[config.mk]
export PLATFORM = sky130hd
export DESIGN_NAME = fsp_top
export DESIGN_NICKNAME = d
export VERILOG_FILES = /design/src/hw/fsp_pkg.sv /design/src/hw/fsp_busy_timer.sv /design/src/hw/fsp_top.sv
export SDC_FILE = /design/constraint.sdc
export NUM_CORES = 1
export LEC_CHECK = 0
export BUFFER_PORTS_ARGS = -buffer_cell sky130_fd_sc_hd__buf_2
export CELL_PAD_IN_SITES_DETAIL_PLACEMENT = 1
export CELL_PAD_IN_SITES_GLOBAL_PLACEMENT = 2
export CORE_UTILIZATION = 30
export DETAILED_ROUTE_END_ITERATION = 7
export PLACE_DENSITY_LB_ADDON = 0.1
export SLEW_MARGIN = 20
export SYNTH_ARGS = -nofsm -noshare
export SYNTH_HDL_FRONTEND = slang
export SYNTH_HIERARCHICAL = 1
export SYNTH_SLANG_ARGS = --single-unit
[constraint.sdc]
create_clock -name clock_i -period 3.1 [get_ports clock_i]
set_clock_uncertainty 0.05 [all_clocks]
set_input_delay 0.465 -clock clock_i [delete_from_list [all_inputs] [get_ports clock_i]]
set_output_delay 0.465 -clock clock_i [all_outputs]
set_load 0.02 [all_outputs]
[src/hw/fsp_pkg.sv]
// Package for the flash self-programming address and partition block.
// Assumes a single core clock; shared by the top module and the timer leaf.
package fsp_pkg;
  localparam int unsigned FSP_PC_W = 13;
  localparam int unsigned FSP_WORD_W = 6;
  localparam int unsigned FSP_PAGE_W = FSP_PC_W - FSP_WORD_W;
  localparam int unsigned FSP_PTR_W = 16;
  localparam int unsigned FSP_COUNTER_TOP_BIT = 12;
  localparam int unsigned FSP_PAGE_OFFSET_TOP_BIT = 5;
  localparam int unsigned FSP_POINTER_COUNTER_TOP_BIT = 13;
  localparam int unsigned FSP_POINTER_PAGE_OFFSET_TOP_BIT = 6;
  localparam logic [6:0] FSP_BLOCKING_READ_REGION_FIRST_PAGE = 7'h70;
  localparam logic [12:0] FSP_BOOT_START_128 = 13'h1f80;
  localparam logic [12:0] FSP_BOOT_START_256 = 13'h1f00;
  localparam logic [12:0] FSP_BOOT_START_512 = 13'h1e00;
  localparam logic [12:0] FSP_BOOT_START_1024 = 13'h1c00;
  localparam logic [10:0] FSP_BOOT_WORDS_128 = 11'h080;
  localparam logic [10:0] FSP_BOOT_WORDS_256 = 11'h100;
  localparam logic [10:0] FSP_BOOT_WORDS_512 = 11'h200;
  localparam logic [10:0] FSP_BOOT_WORDS_1024 = 11'h400;
  // Register offsets on the plain register port.
  localparam logic [3:0] FSP_REG_CTRL = 4'h0;
  localparam logic [3:0] FSP_REG_PTR = 4'h1;
  localparam logic [3:0] FSP_REG_DATA = 4'h2;
  localparam logic [3:0] FSP_REG_INFO = 4'h3;
  localparam logic [3:0] FSP_REG_IRQ_STAT = 4'h4;
  localparam logic [3:0] FSP_REG_IRQ_MASK = 4'h5;
  localparam logic [3:0] FSP_REG_BUF_RD = 4'h6;
  // Control register bit positions.
  localparam int unsigned FSP_BIT_ENABLE = 0;
  localparam int unsigned FSP_BIT_ERASE = 1;
  localparam int unsigned FSP_BIT_WRITE = 2;
  localparam int unsigned FSP_BIT_REENABLE = 4;
  localparam int unsigned FSP_BIT_BUSY = 6;
  // Interrupt status bit positions.
  localparam int unsigned FSP_IRQ_DONE = 0;
  localparam int unsigned FSP_IRQ_TIMEOUT = 1;
  localparam int unsigned FSP_IRQ_BLOCKED = 2;
  localparam logic [15:0] FSP_RST_WORD = 16'h0000;
  localparam logic [2:0] FSP_RST_IRQ = 3'h0;
  // Cycles after a control write during which the store command is accepted.
  localparam logic [2:0] FSP_ARM_CYCLES = 3'h4;
  localparam int unsigned FSP_OP_TIME_US = 4000;
  localparam int unsigned FSP_CLK_MHZ = 40;
  localparam int unsigned FSP_OP_CYCLES = FSP_OP_TIME_US * FSP_CLK_MHZ;
  typedef enum logic [1:0] {
    FSP_IDLE,
    FSP_ARMED,
    FSP_BUSY
  } fsp_state_t;
endpackage

[src/hw/fsp_busy_timer.sv]
// Down-counter that times one flash erase or write operation.
// Assumes start is a one-cycle pulse from logic on the same clock.
`timescale 1ns/10ps
module fsp_busy_timer
  import fsp_pkg::*;
#(
  parameter int unsigned CYCLES = FSP_OP_CYCLES
) (
  input wire logic clock_i,
  input wire logic rst_b_i,
  input wire logic start_i,
  output logic busy_o,
  output logic done_o
);
  logic [31:0] cnt_q;
  logic [31:0] cnt_d;
  logic done_q;
  wire logic running = (cnt_q != 32'h0);
  wire logic last = (cnt_q == 32'h1);

  assign cnt_d = start_i ? 32'(CYCLES) : (running ? cnt_q - 32'h1 : cnt_q);

  always_ff @(posedge clock_i or negedge rst_b_i) begin
    if (!rst_b_i) begin
      cnt_q <= 32'h0;
      done_q <= 1'b0;
    end else begin
      cnt_q <= cnt_d;
      done_q <= last && !start_i;
    end
  end

  assign busy_o = running;
  assign done_o = done_q;
endmodule

[src/hw/fsp_top.sv]
// Flash self-programming address map, command sequencer and page buffer.
// Assumes the CPU core drives the plain register port and the store/load strobes.
`timescale 1ns/10ps
module fsp_top
  import fsp_pkg::*;
#(
  parameter int unsigned OP_CYCLES = FSP_OP_CYCLES
) (
  input wire logic clock_i,
  input wire logic rst_b_i,
  input wire logic [3:0] reg_addr_i,
  input wire logic [15:0] reg_wdata_i,
  input wire logic reg_wr_i,
  input wire logic reg_rd_i,
  output logic [15:0] reg_rdata_o,
  input wire logic boot_size_sel_hi_i,
  input wire logic boot_size_sel_lo_i,
  input wire logic eeprom_write_strobe_i,
  input wire logic store_i,
  input wire logic load_i,
  input wire logic [12:0] fetch_addr_i,
  output logic [7:0] load_data_o,
  output logic fetch_ok_o,
  output logic [12:0] boot_reset_addr_o,
  output logic [12:0] flash_addr_o,
  output logic erase_o,
  output logic program_o,
  output logic irq_o
);
  fsp_state_t state_q, state_d;
  logic [15:0] ptr_q;
  logic [15:0] data_q;
  logic [7:0] ctrl_q, ctrl_d;
  logic busy_region_q;
  logic [2:0] arm_q;
  logic [2:0] stat_q, mask_q;
  logic [15:0] rdata_q;
  logic [7:0] load_q;
  logic fetch_q;
  logic [12:0] boot_q, addr_q;
  logic erase_q, program_q, irq_q;
  logic [15:0] page_buf_q [64];
  logic [1:0] sel_hi_s, sel_lo_s, ee_s;
  logic op_busy, op_done;

  // Fuse pins and the EEPROM write strobe pass two flops before use; store and load strobes are used directly.
  always_ff @(posedge clock_i or negedge rst_b_i) begin
    if (!rst_b_i) begin
      sel_hi_s <= 2'h0;
      sel_lo_s <= 2'h0;
      ee_s <= 2'h0;
    end else begin
      sel_hi_s <= {sel_hi_s[0], boot_size_sel_hi_i};
      sel_lo_s <= {sel_lo_s[0], boot_size_sel_lo_i};
      ee_s <= {ee_s[0], eeprom_write_strobe_i};
    end
  end

  wire logic [1:0] boot_sel = {sel_hi_s[1], sel_lo_s[1]};
  wire logic [12:0] boot_start = (boot_sel == 2'h3) ? FSP_BOOT_START_128 :
                                 (boot_sel == 2'h2) ? FSP_BOOT_START_256 :
                                 (boot_sel == 2'h1) ? FSP_BOOT_START_512 :
                                 FSP_BOOT_START_1024;
  wire logic [10:0] boot_words = (boot_sel == 2'h3) ? FSP_BOOT_WORDS_128 :
                                 (boot_sel == 2'h2) ? FSP_BOOT_WORDS_256 :
                                 (boot_sel == 2'h1) ? FSP_BOOT_WORDS_512 :
                                 FSP_BOOT_WORDS_1024;

  // Pointer bits 15:14 are dropped and bit 0 plays no part in word addressing.
  wire logic [12:0] ptr_pc = ptr_q[FSP_POINTER_COUNTER_TOP_BIT:1];
  wire logic [6:0] page_number_field = ptr_q[FSP_POINTER_COUNTER_TOP_BIT:7];
  wire logic [5:0] word_in_page_field = ptr_q[FSP_POINTER_PAGE_OFFSET_TOP_BIT:1];
  wire logic byte_sel = ptr_q[0];
  wire logic [6:0] fetch_page = fetch_addr_i[FSP_COUNTER_TOP_BIT:FSP_WORD_W];
  wire logic fetch_in_blocking = (fetch_page >= FSP_BLOCKING_READ_REGION_FIRST_PAGE);
  wire logic ptr_in_blocking = (ptr_pc[12:6] >= FSP_BLOCKING_READ_REGION_FIRST_PAGE);

  wire logic wr_ctrl = reg_wr_i && (reg_addr_i == FSP_REG_CTRL);
  wire logic wr_ptr = reg_wr_i && (reg_addr_i == FSP_REG_PTR);
  wire logic wr_data = reg_wr_i && (reg_addr_i == FSP_REG_DATA);
  wire logic wr_stat = reg_wr_i && (reg_addr_i == FSP_REG_IRQ_STAT);
  wire logic wr_mask = reg_wr_i && (reg_addr_i == FSP_REG_IRQ_MASK);
  // A control write while the EEPROM is writing is dropped.
  wire logic ctrl_take = wr_ctrl && !ee_s[1] && (state_q == FSP_IDLE);
  wire logic [7:0] cmd = ctrl_q;
  wire logic cmd_erase = cmd[FSP_BIT_ERASE];
  wire logic cmd_write = cmd[FSP_BIT_WRITE];
  wire logic cmd_reen = cmd[FSP_BIT_REENABLE];
  wire logic cmd_load = !cmd_erase && !cmd_write && !cmd_reen;
  wire logic fire = (state_q == FSP_ARMED) && store_i;
  wire logic timed_out = (state_q == FSP_ARMED) && !store_i && (arm_q == 3'h1);
  wire logic start_op = fire && (cmd_erase || cmd_write);
  wire logic do_load = fire && cmd_load;
  wire logic do_reen = fire && cmd_reen && !op_busy;
  // A load into the concurrent region while blocked is a software fault.
  wire logic lpm_blocked = load_i && busy_region_q && !ptr_in_blocking;

  fsp_busy_timer #(
    .CYCLES(OP_CYCLES)
  ) u_timer (
    .clock_i(clock_i),
    .rst_b_i(rst_b_i),
    .start_i(start_op),
    .busy_o(op_busy),
    .done_o(op_done)
  );

  always_comb begin
    state_d = state_q;
    unique case (state_q)
      FSP_IDLE: begin
        if (ctrl_take && reg_wdata_i[FSP_BIT_ENABLE]) begin
          state_d = FSP_ARMED;
        end
      end
      FSP_ARMED: begin
        if (start_op) begin
          state_d = FSP_BUSY;
        end else if (fire || timed_out) begin
          state_d = FSP_IDLE;
        end
      end
      FSP_BUSY: begin
        if (op_done) begin
          state_d = FSP_IDLE;
        end
      end
    endcase
  end

  always_comb begin
    ctrl_d = ctrl_q;
    if (ctrl_take) begin
      ctrl_d = reg_wdata_i[7:0];
    end else if (timed_out || (fire && !start_op) || op_done) begin
      ctrl_d = 8'h00;
    end
  end

  wire logic [2:0] irq_set = {lpm_blocked, timed_out, op_done || do_load || do_reen};
  wire logic [2:0] irq_clr = wr_stat ? reg_wdata_i[2:0] : 3'h0;

  always_ff @(posedge clock_i or negedge rst_b_i) begin
    if (!rst_b_i) begin
      state_q <= FSP_IDLE;
      ctrl_q <= 8'h00;
      arm_q <= 3'h0;
    end else begin
      state_q <= state_d;
      ctrl_q <= ctrl_d;
      arm_q <= ctrl_take ? FSP_ARM_CYCLES : (arm_q != 3'h0 ? arm_q - 3'h1 : 3'h0);
    end
  end

  always_ff @(posedge clock_i or negedge rst_b_i) begin
    if (!rst_b_i) begin
      ptr_q <= FSP_RST_WORD;
      data_q <= FSP_RST_WORD;
      stat_q <= FSP_RST_IRQ;
      mask_q <= FSP_RST_IRQ;
    end else begin
      if (wr_ptr) begin
        ptr_q <= reg_wdata_i;
      end
      if (wr_data) begin
        data_q <= reg_wdata_i;
      end
      if (wr_mask) begin
        mask_q <= reg_wdata_i[2:0];
      end
      stat_q <= (stat_q & ~irq_clr) | irq_set;
    end
  end

  // Busy stays set from the start of an erase or write until re-enable.
  always_ff @(posedge clock_i or negedge rst_b_i) begin
    if (!rst_b_i) begin
      busy_region_q <= 1'b0;
    end else if (start_op) begin
      busy_region_q <= 1'b1;
    end else if (do_reen) begin
      busy_region_q <= 1'b0;
    end
  end

  always_ff @(posedge clock_i) begin
    if (do_load) begin
      page_buf_q[word_in_page_field] <= data_q;
    end
  end

  wire logic [15:0] ctrl_view = {8'h00, 1'b0, busy_region_q, 2'h0, ctrl_q[3:0]};
  wire logic [15:0] info_view = {3'h0, boot_start} ^ 16'h0000;
  wire logic [15:0] rdata_d =
    (reg_addr_i == FSP_REG_CTRL) ? ctrl_view :
    (reg_addr_i == FSP_REG_PTR) ? ptr_q :
    (reg_addr_i == FSP_REG_DATA) ? data_q :
    (reg_addr_i == FSP_REG_INFO) ? {5'h00, boot_words} :
    (reg_addr_i == FSP_REG_IRQ_STAT) ? {13'h0000, stat_q} :
    (reg_addr_i == FSP_REG_IRQ_MASK) ? {13'h0000, mask_q} :
    (reg_addr_i == FSP_REG_BUF_RD) ? page_buf_q[word_in_page_field] :
    16'h0000;
  wire logic [15:0] flash_word = page_buf_q[word_in_page_field];
  // Flash array is outside; byte lane from the buffer copy of the addressed word.
  wire logic [7:0] load_byte = byte_sel ? flash_word[15:8] : flash_word[7:0];
  // The page-write address keeps only the page; word bits are forced to zero.
  wire logic [12:0] op_addr = {page_number_field, 6'h00};
  wire logic fetch_ok_d = !(op_busy || busy_region_q) || fetch_in_blocking;

  // Read data are zero outside the answer cycle, so the core may OR several slaves together.
  always_ff @(posedge clock_i or negedge rst_b_i) begin
    if (!rst_b_i) begin
      rdata_q <= 16'h0000;
    end else begin
      rdata_q <= reg_rd_i ? rdata_d : 16'h0000;
    end
  end

  // A refused program-memory read returns zero rather than stale buffer data.
  always_ff @(posedge clock_i or negedge rst_b_i) begin
    if (!rst_b_i) begin
      load_q <= 8'h00;
    end else begin
      load_q <= (load_i && !lpm_blocked) ? load_byte : 8'h00;
    end
  end

  // Permission lags the fetch address by one cycle; the core must allow for that.
  always_ff @(posedge clock_i or negedge rst_b_i) begin
    if (!rst_b_i) begin
      fetch_q <= 1'b1;
    end else begin
      fetch_q <= fetch_ok_d;
    end
  end

  always_ff @(posedge clock_i or negedge rst_b_i) begin
    if (!rst_b_i) begin
      boot_q <= FSP_BOOT_START_1024;
    end else begin
      boot_q <= info_view[12:0];
    end
  end

  always_ff @(posedge clock_i or negedge rst_b_i) begin
    if (!rst_b_i) begin
      addr_q <= 13'h0000;
    end else begin
      addr_q <= start_op ? op_addr : addr_q;
    end
  end

  always_ff @(posedge clock_i or negedge rst_b_i) begin
    if (!rst_b_i) begin
      erase_q <= 1'b0;
    end else begin
      erase_q <= start_op ? cmd_erase : (op_done ? 1'b0 : erase_q);
    end
  end

  always_ff @(posedge clock_i or negedge rst_b_i) begin
    if (!rst_b_i) begin
      program_q <= 1'b0;
    end else begin
      program_q <= start_op ? cmd_write : (op_done ? 1'b0 : program_q);
    end
  end

  always_ff @(posedge clock_i or negedge rst_b_i) begin
    if (!rst_b_i) begin
      irq_q <= 1'b0;
    end else begin
      irq_q <= |(stat_q & mask_q);
    end
  end

  assign reg_rdata_o = rdata_q;
  assign load_data_o = load_q;
  assign fetch_ok_o = fetch_q;
  assign boot_reset_addr_o = boot_q;
  assign flash_addr_o = addr_q;
  assign erase_o = erase_q;
  assign program_o = program_q;
  assign irq_o = irq_q;
endmodule
* Word level (Yosys, flattened, before mapping)
Memory sizes are Yosys's and may differ from the RTL's.
Cells that the tools add are included.
** Cells by class
- $add $sub $neg :: 2
- Order comparisons :: 2
- Equality and inequality tests :: 16
- Multiplexer cells :: 35
- Bitwise operators :: 4
- Reductions and logical operators :: 50
** Operators by type and width (count)
- $mux W16 :: 8
- $mux W32 :: 2
- $mux W11 :: 3
- $eq A32 B1 Y1 const B :: 1
- $reduce_bool A32 Y1 :: 1
- $sub A32 B1 Y32 const B :: 1
- $mux W10 :: 3
- $logic_and A1 B1 Y1 :: 22
- $mux W8 :: 2
- $ge A7 B7 Y1 const B :: 2
- $eq A4 B3 Y1 const B :: 3
- $logic_not A1 Y1 :: 10
- $mux W5 :: 2
- $mux W3 :: 3
- $eq A4 B2 Y1 const B :: 2
- $logic_or A1 B1 Y1 :: 8
- $mux W2 :: 4
- $reduce_bool A2 Y1 :: 4
- $mux W1 :: 7
- $and A3 B3 Y3 :: 2
- $eq A2 B2 Y1 const B :: 3
- $pmux W2 S3 :: 1
- $eq A2 B1 Y1 const B :: 2
- $eq A4 B1 Y1 const B :: 1
- other kinds (11) :: 12
** Word-level totals
- Flip-flop bits (word level) :: 134
- Bits in writable memories :: 1024
- Input bits :: 42
- Output and inout port bits :: 54
- Logic and storage cells :: 131
- Memories :: 1
** Memories
- page_buf_q :: words 64, width 16, read ports 1, clocked after Yosys merged registers in 0, wr ports 1, line fsp_top.sv:42 : logic [15:0] page_buf_q [64];

* Longest topological paths before layout
- Depth after elaboration :: 9
- Mapped depth :: 12
- Gate-level depth less buffers :: 7

* Hierarchy
The synthesis kept the hierarchy.
** By module, submodules not included
- fsp_top :: times used 1, cells an instance 2492, area an instance 44109.8 sq um
- fsp_busy_timer :: times used 1, cells an instance 200, area an instance 1931.9 sq um

* Worst setup path after synthesis
Ideal clock, no wire load.
- Path type :: register to register
- Start :: register ptr_q[1]
- End :: memory page_buf_q[17][0] (enable)
- Data arrival time :: 2448 ps
- Data required time :: 2662 ps
- Slack :: 213 ps
- Stages on the path, launching flop included :: 10
- Buffers on the path :: 6
- Cell sequence :: dfrtp_1 > buf_6 > buf_4 > buf_6 > buf_2 > buf_2 > buf_2 > and2_1 > nand2_1 > nor2_1
** RTL lines
- start: declaration :: line fsp_top.sv:31 : logic [15:0] ptr_q;
- start signal: assignment :: line fsp_top.sv:163 : ptr_q <= reg_wdata_i;
- end: declaration :: line fsp_top.sv:42
No word-level cell before the write port.

* Final worst setup path
- Start :: register ptr_q[3]
- End :: register rdata_q[13] (netlist: reg_rdata_o[13])
** On the way
- Longest elaborated chain between the ends :: 9
** RTL lines
- $mem_v2 Z64 W16
- $mux W16 :: line fsp_top.sv:201 : (reg_addr_i == FSP_REG_BUF_RD) ? page_buf_q[word_in_page_field] :
- $mux W16 :: line fsp_top.sv:200 : (reg_addr_i == FSP_REG_IRQ_MASK) ? {13'h0000, mask_q} :
- $mux W16 :: line fsp_top.sv:199 : (reg_addr_i == FSP_REG_IRQ_STAT) ? {13'h0000, stat_q} :
- $mux W16 :: line fsp_top.sv:198 : (reg_addr_i == FSP_REG_INFO) ? {5'h00, boot_words} :
- $mux W16 :: line fsp_top.sv:197 : (reg_addr_i == FSP_REG_DATA) ? data_q :
- $mux W16 :: line fsp_top.sv:196 : (reg_addr_i == FSP_REG_PTR) ? ptr_q :
- $mux W16 :: line fsp_top.sv:195 : (reg_addr_i == FSP_REG_CTRL) ? ctrl_view :
- $mux W16 :: line fsp_top.sv:215 : rdata_q <= reg_rd_i ? rdata_d : 16'h0000;
- end signal: assignment :: line fsp_top.sv:215
- end: declaration :: line fsp_top.sv:37 : logic [15:0] rdata_q;
Every way passes these cells.
A chain may end at the register's enable or synchronous reset.

==> summary.md <==
| Metric | Value |
|---|---|
| First drt pass iteration count | `5` |
| P_int | `0.0319 W` |
| H-tree depth | `4` |
| Leak | `19.8 nW` |
| Crit Path Max Fanout | `18` |
| RSZ-0062 raised after global routing | `true` |
| Finished Layout Cells | `5345` |
| Cell Area, Synth | `about 46000 um2` |
| Ys Warns | `6` |
| Worst hold slack | `101 ps` |
| Cells after DPL | `a little over 5000` |
| Period utilisation layout | `100%` |
| Largest net degree at the start of global routing | `78` |
| Cell repeated most along the worst path | `buf_4` |
| Final setup viols | `2` |
| Maximum buffer depth of the clock tree | `3` |
| Failing checks | `setup timing` |
| CP Capture Type | `flip-flop` |
| Reg2reg path depth | `12` |
| CP Launch Point | `ptr_q[3]` |
| Mapped Avg Cell Area | `roughly 17 um2` |
| Outcome | `complete, but fails checks` |
| Worst Max-Slew Pin Slew | `955 ps` |
| Share of total power in sequential cells | `41.8%` |
| Data required, critical path | `3680 ps` |
| HP Start | `reg_addr_i[2]` |
| Total chip power | `0.0459 W` |
| First-pass GRT wire length | `about 240 mm` |
| Wire length per cell | `approximately 32 um` |
| Vias in the first global route | `29500` |
| Die Area | `around 160000 um2` |
| Commonest non-fill, non-tap cells in the layout | `edfxtp_1, buf_4, clkbuf_16` |
| Worst R2R End | `reg_rdata_o[13]` |
| CP max-delay cell | `o41ai_1` |
| Routed Antenna Nets | `0` |
| EDFF count, synth | `1024` |
| Synth Register Bits | `1150` |
| Layout net count | `3261` |
| Net Sw Power | `0.0140 W` |
| Worst min-delay path endpoint | `reg_rdata_o[1]` |
| Synth Instances | `about 2700` |
| Initial antenna violation count | `12` |
| # IOs | `96` |
| DRC | `0` |
| Root Driver | `clkbuf_16` |
| Critical Path Start Type | `flip-flop` |
| Setup ws final | `-2.69 ps` |
| PortBufs | `69` |
| Logic pwr share | `a little under a quarter` |
| Worst Hold Class | `primary input to flip-flop` |
| Commonest non-fill, non-tap cell in the layout | `edfxtp_1` |
| Cell variety after synth | `95` |
| Clock sink count | `1150` |
| WHS Path Cells | `3` |
| Worst EP arrival | `around 3700 ps` |
| Max IR drop VDD | `0.482 mV` |
| Slew margin rel. | `36.3%` |
| Pwr Density | `790 nW/um2` |
| FILL cells | `approximately 15000` |
| Via count | `28300` |
| Die Ht | `394 um` |
| Gr usage total | `22.1%` |
| Clock-pin slew on the worst setup and hold paths | `60 ps` |
| Ys async rst share | `11.0%` |
| CTS tree | `done` |
| Min Clock Period, post-route | `3100 ps` |
| Share of cells above drive strength 1 | `33.0%` |
| Primary FF master, synth | `edfxtp_1` |
| Reg2reg setup slack | `-3 ps` |
| CP peak stage delay | `about 600 ps` |
| DR vias/cell | `5.29` |
| Post-DP HPWL | `roughly 120 mm` |
| Clock network fraction of total power | `34.3%` |
| Rows | `approximately 140` |
| RePlAce Congestion | `0.864` |
| Starting Density | `30.3%` |
| Worst-skew pair later-pin latency | `760 ps` |
| Max-cap violation count | `0` |
| CP bufs+invs | `7` |
| Hold Fails Final Rpt | `0` |
| FMAX | `about 0.32 GHz` |
| Die X | `approximately 390 um` |
| Grt ovf | `0` |
| Routed WL | `about 170 mm` |
| Worst path cell trace | `buf_12 -> clkinv_2 -> buf_12 -> buf_4 -> buf_4 -> a21oi_1 -> o41ai_1 -> buf_4 -> nand4_1 -> nor4b_2 -> buf_4 -> o21ai_1` |
| Slew Limit Fails | `0` |
| Area growth, synth to finish | `26.1%` |
| Kind of cell adding the most delay to the critical path | `buffers and inverters` |
| Placeable Area | `152000 um2` |
| Total CTS buffers | `137` |
| Critical path type | `flip-flop to flip-flop` |
| Iter 0 DRT Violations | `2250` |
| Switching share of power | `30.5%` |
| Critical R2R Launch | `ptr_q[3]` |
| Sequential-to-total area share from yosys stat | `73.6%` |
-- registers in the layout, indices dropped and copies added (netlist names), 5 cells and up --
signal	flops
flash_addr_o	7
load_data_o	8
u_timer/cnt_q	32
cmd	5
page_buf_q	1024
reg_rdata_o	16
data_q	16
ptr_q	16
-- how the worst max path moves through the flow --
stage	to	slack (ps)	cells past startpoint
finish	reg_rdata_o[13]	-3	12
global route	load_data_o[3]	-40	11
CTS	load_data_o[3]	-10	11
detailed placement	load_data_o[3]	-610	10
global placement	reg_rdata_o[11]	-610	10
floorplan	page_buf_q[17][0]	210	9
-- cell usage after synthesis (13+ instances only) --
| cell | count | area share (%) |
|---|---|---|
| a211oi_1 | 17 | 0.28 |
| a21oi_1 | 71 | 0.77 |
| a221o_1 | 15 | 0.33 |
| a221oi_1 | 90 | 1.7 |
| a22o_1 | 22 | 0.42 |
| a22oi_1 | 55 | 0.90 |
| and3_1 | 17 | 0.23 |
| buf_2 | 68 | 0.74 |
| buf_4 | 33 | 0.54 |
| buf_6 | 14 | 0.34 |
| clkbuf_1 | 66 | 0.54 |
| dfrtp_1 | 125 | 6.8 |
| edfxtp_1 | 1024 | 67 |
| inv_1 | 17 | 0.14 |
| mux2_2 | 94 | 2.3 |
| mux2i_1 | 124 | 2.7 |
| mux4_2 | 98 | 4.8 |
| nand2_1 | 123 | 1.0 |
| nand3_1 | 34 | 0.37 |
| nor2_1 | 124 | 1.0 |
| nor2b_1 | 22 | 0.30 |
| nor3_1 | 26 | 0.28 |
| nor4_1 | 19 | 0.26 |
| o21ai_0 | 36 | 0.39 |
| o22ai_1 | 59 | 0.80 |
| o2bb2ai_1 | 13 | 0.25 |
| or3_1 | 16 | 0.22 |
-- routing by layer --
layer	GRT usage (%)	up-vias	part of all wire [%]
met5	0	-	0.0075
li1	-	11900	-
met4	5.70	2	2.3
met3	3.71	180	5.0
met1	30.3	15400	45
met2	36.2	715	48
-- metrics by stage --
stage          utilization [%]  TNS, ps  setup WS (ps)  instance area, um2
3_3_place_gp              34.6    -4460           -611               52700
6_report                  38.2    -4.65          -2.69               58100
2_1_floorplan                -        0            213               46100
5_1_grt                   38.2    -54.3          -41.6               58100
3_5_place_dp              34.6    -6060           -611               52700
4_1_cts                   38.0    -10.3          -10.3               57700
-- kinds of logic (layout without fill, tap and decap cells) --
family	count (synthesis)	count (layout)	synth area share (%)
other cells	2	19	0.0163
fa+ha+maj	7	7	0.190
simple gates	507	508	5.86
compound gates	490	490	7.85
mux	321	321	9.91
flops	1150	1150	73.6
buf+inv	210	815	2.44
xor+xnor	5	5	0.0951
-- cell type report --
| class | instances | area, um2 | share of cell area (%) |
|---|---|---|---|
| diodes | 3 | 7.51 | 0.0129 |
| clock buffers | 184 | 3750 | 6.46 |
| clock inverters | 55 | 566 | 0.974 |
| inverters | 22 | 91.3 | 0.157 |
| multi-input cells | 1347 | 11700 | 20.2 |
| flip-flops and latches | 1150 | 33900 | 58.4 |
| well taps | 2030 | 2540 | 4.37 |
| repair buffers | 554 | 5450 | 9.38 |
-- worst reg2reg max path, cell delays in order (launching register included) --
cell and delay [ps]:
dfrtp_4 510, buf_12 190, clkinv_2 100, buf_12 140
buf_4 240, buf_4 250, a21oi_1 70, o41ai_1 610
buf_4 230, nand4_1 90, nor4b_2 250, buf_4 180
o21ai_1 70
-- power by group through the flow --
stage / Sequential (W) / Combinational [W] / Clock [W]
6_report: 0.0192 / 0.0110 / 0.0157
4_1_cts: 0.0192 / 0.0108 / 0.0161
5_1_grt: 0.0193 / 0.0114 / 0.0166
3_5_place_dp: 0.0195 / 0.0103 / 0
3_3_place_gp: 0.0195 / 0.0102 / 0
2_1_floorplan: 0.0194 / 0.00432 / 0
-- timing repair --
| item | 4_1_cts | 5_1_grt |
|---|---|---|
| pin swaps | 6 | 13 |
| endpoints found under the setup margin | 154 | 22 |
| hold buffers | 25 | 0 |
| hold endpoints to repair | 125 | 0 |
| setup buffers | 11 | 5 |
| gates cloned | 2 | 1 |
| gates resized for setup | 64 | 50 |
(Power assumes the default switching activity.)
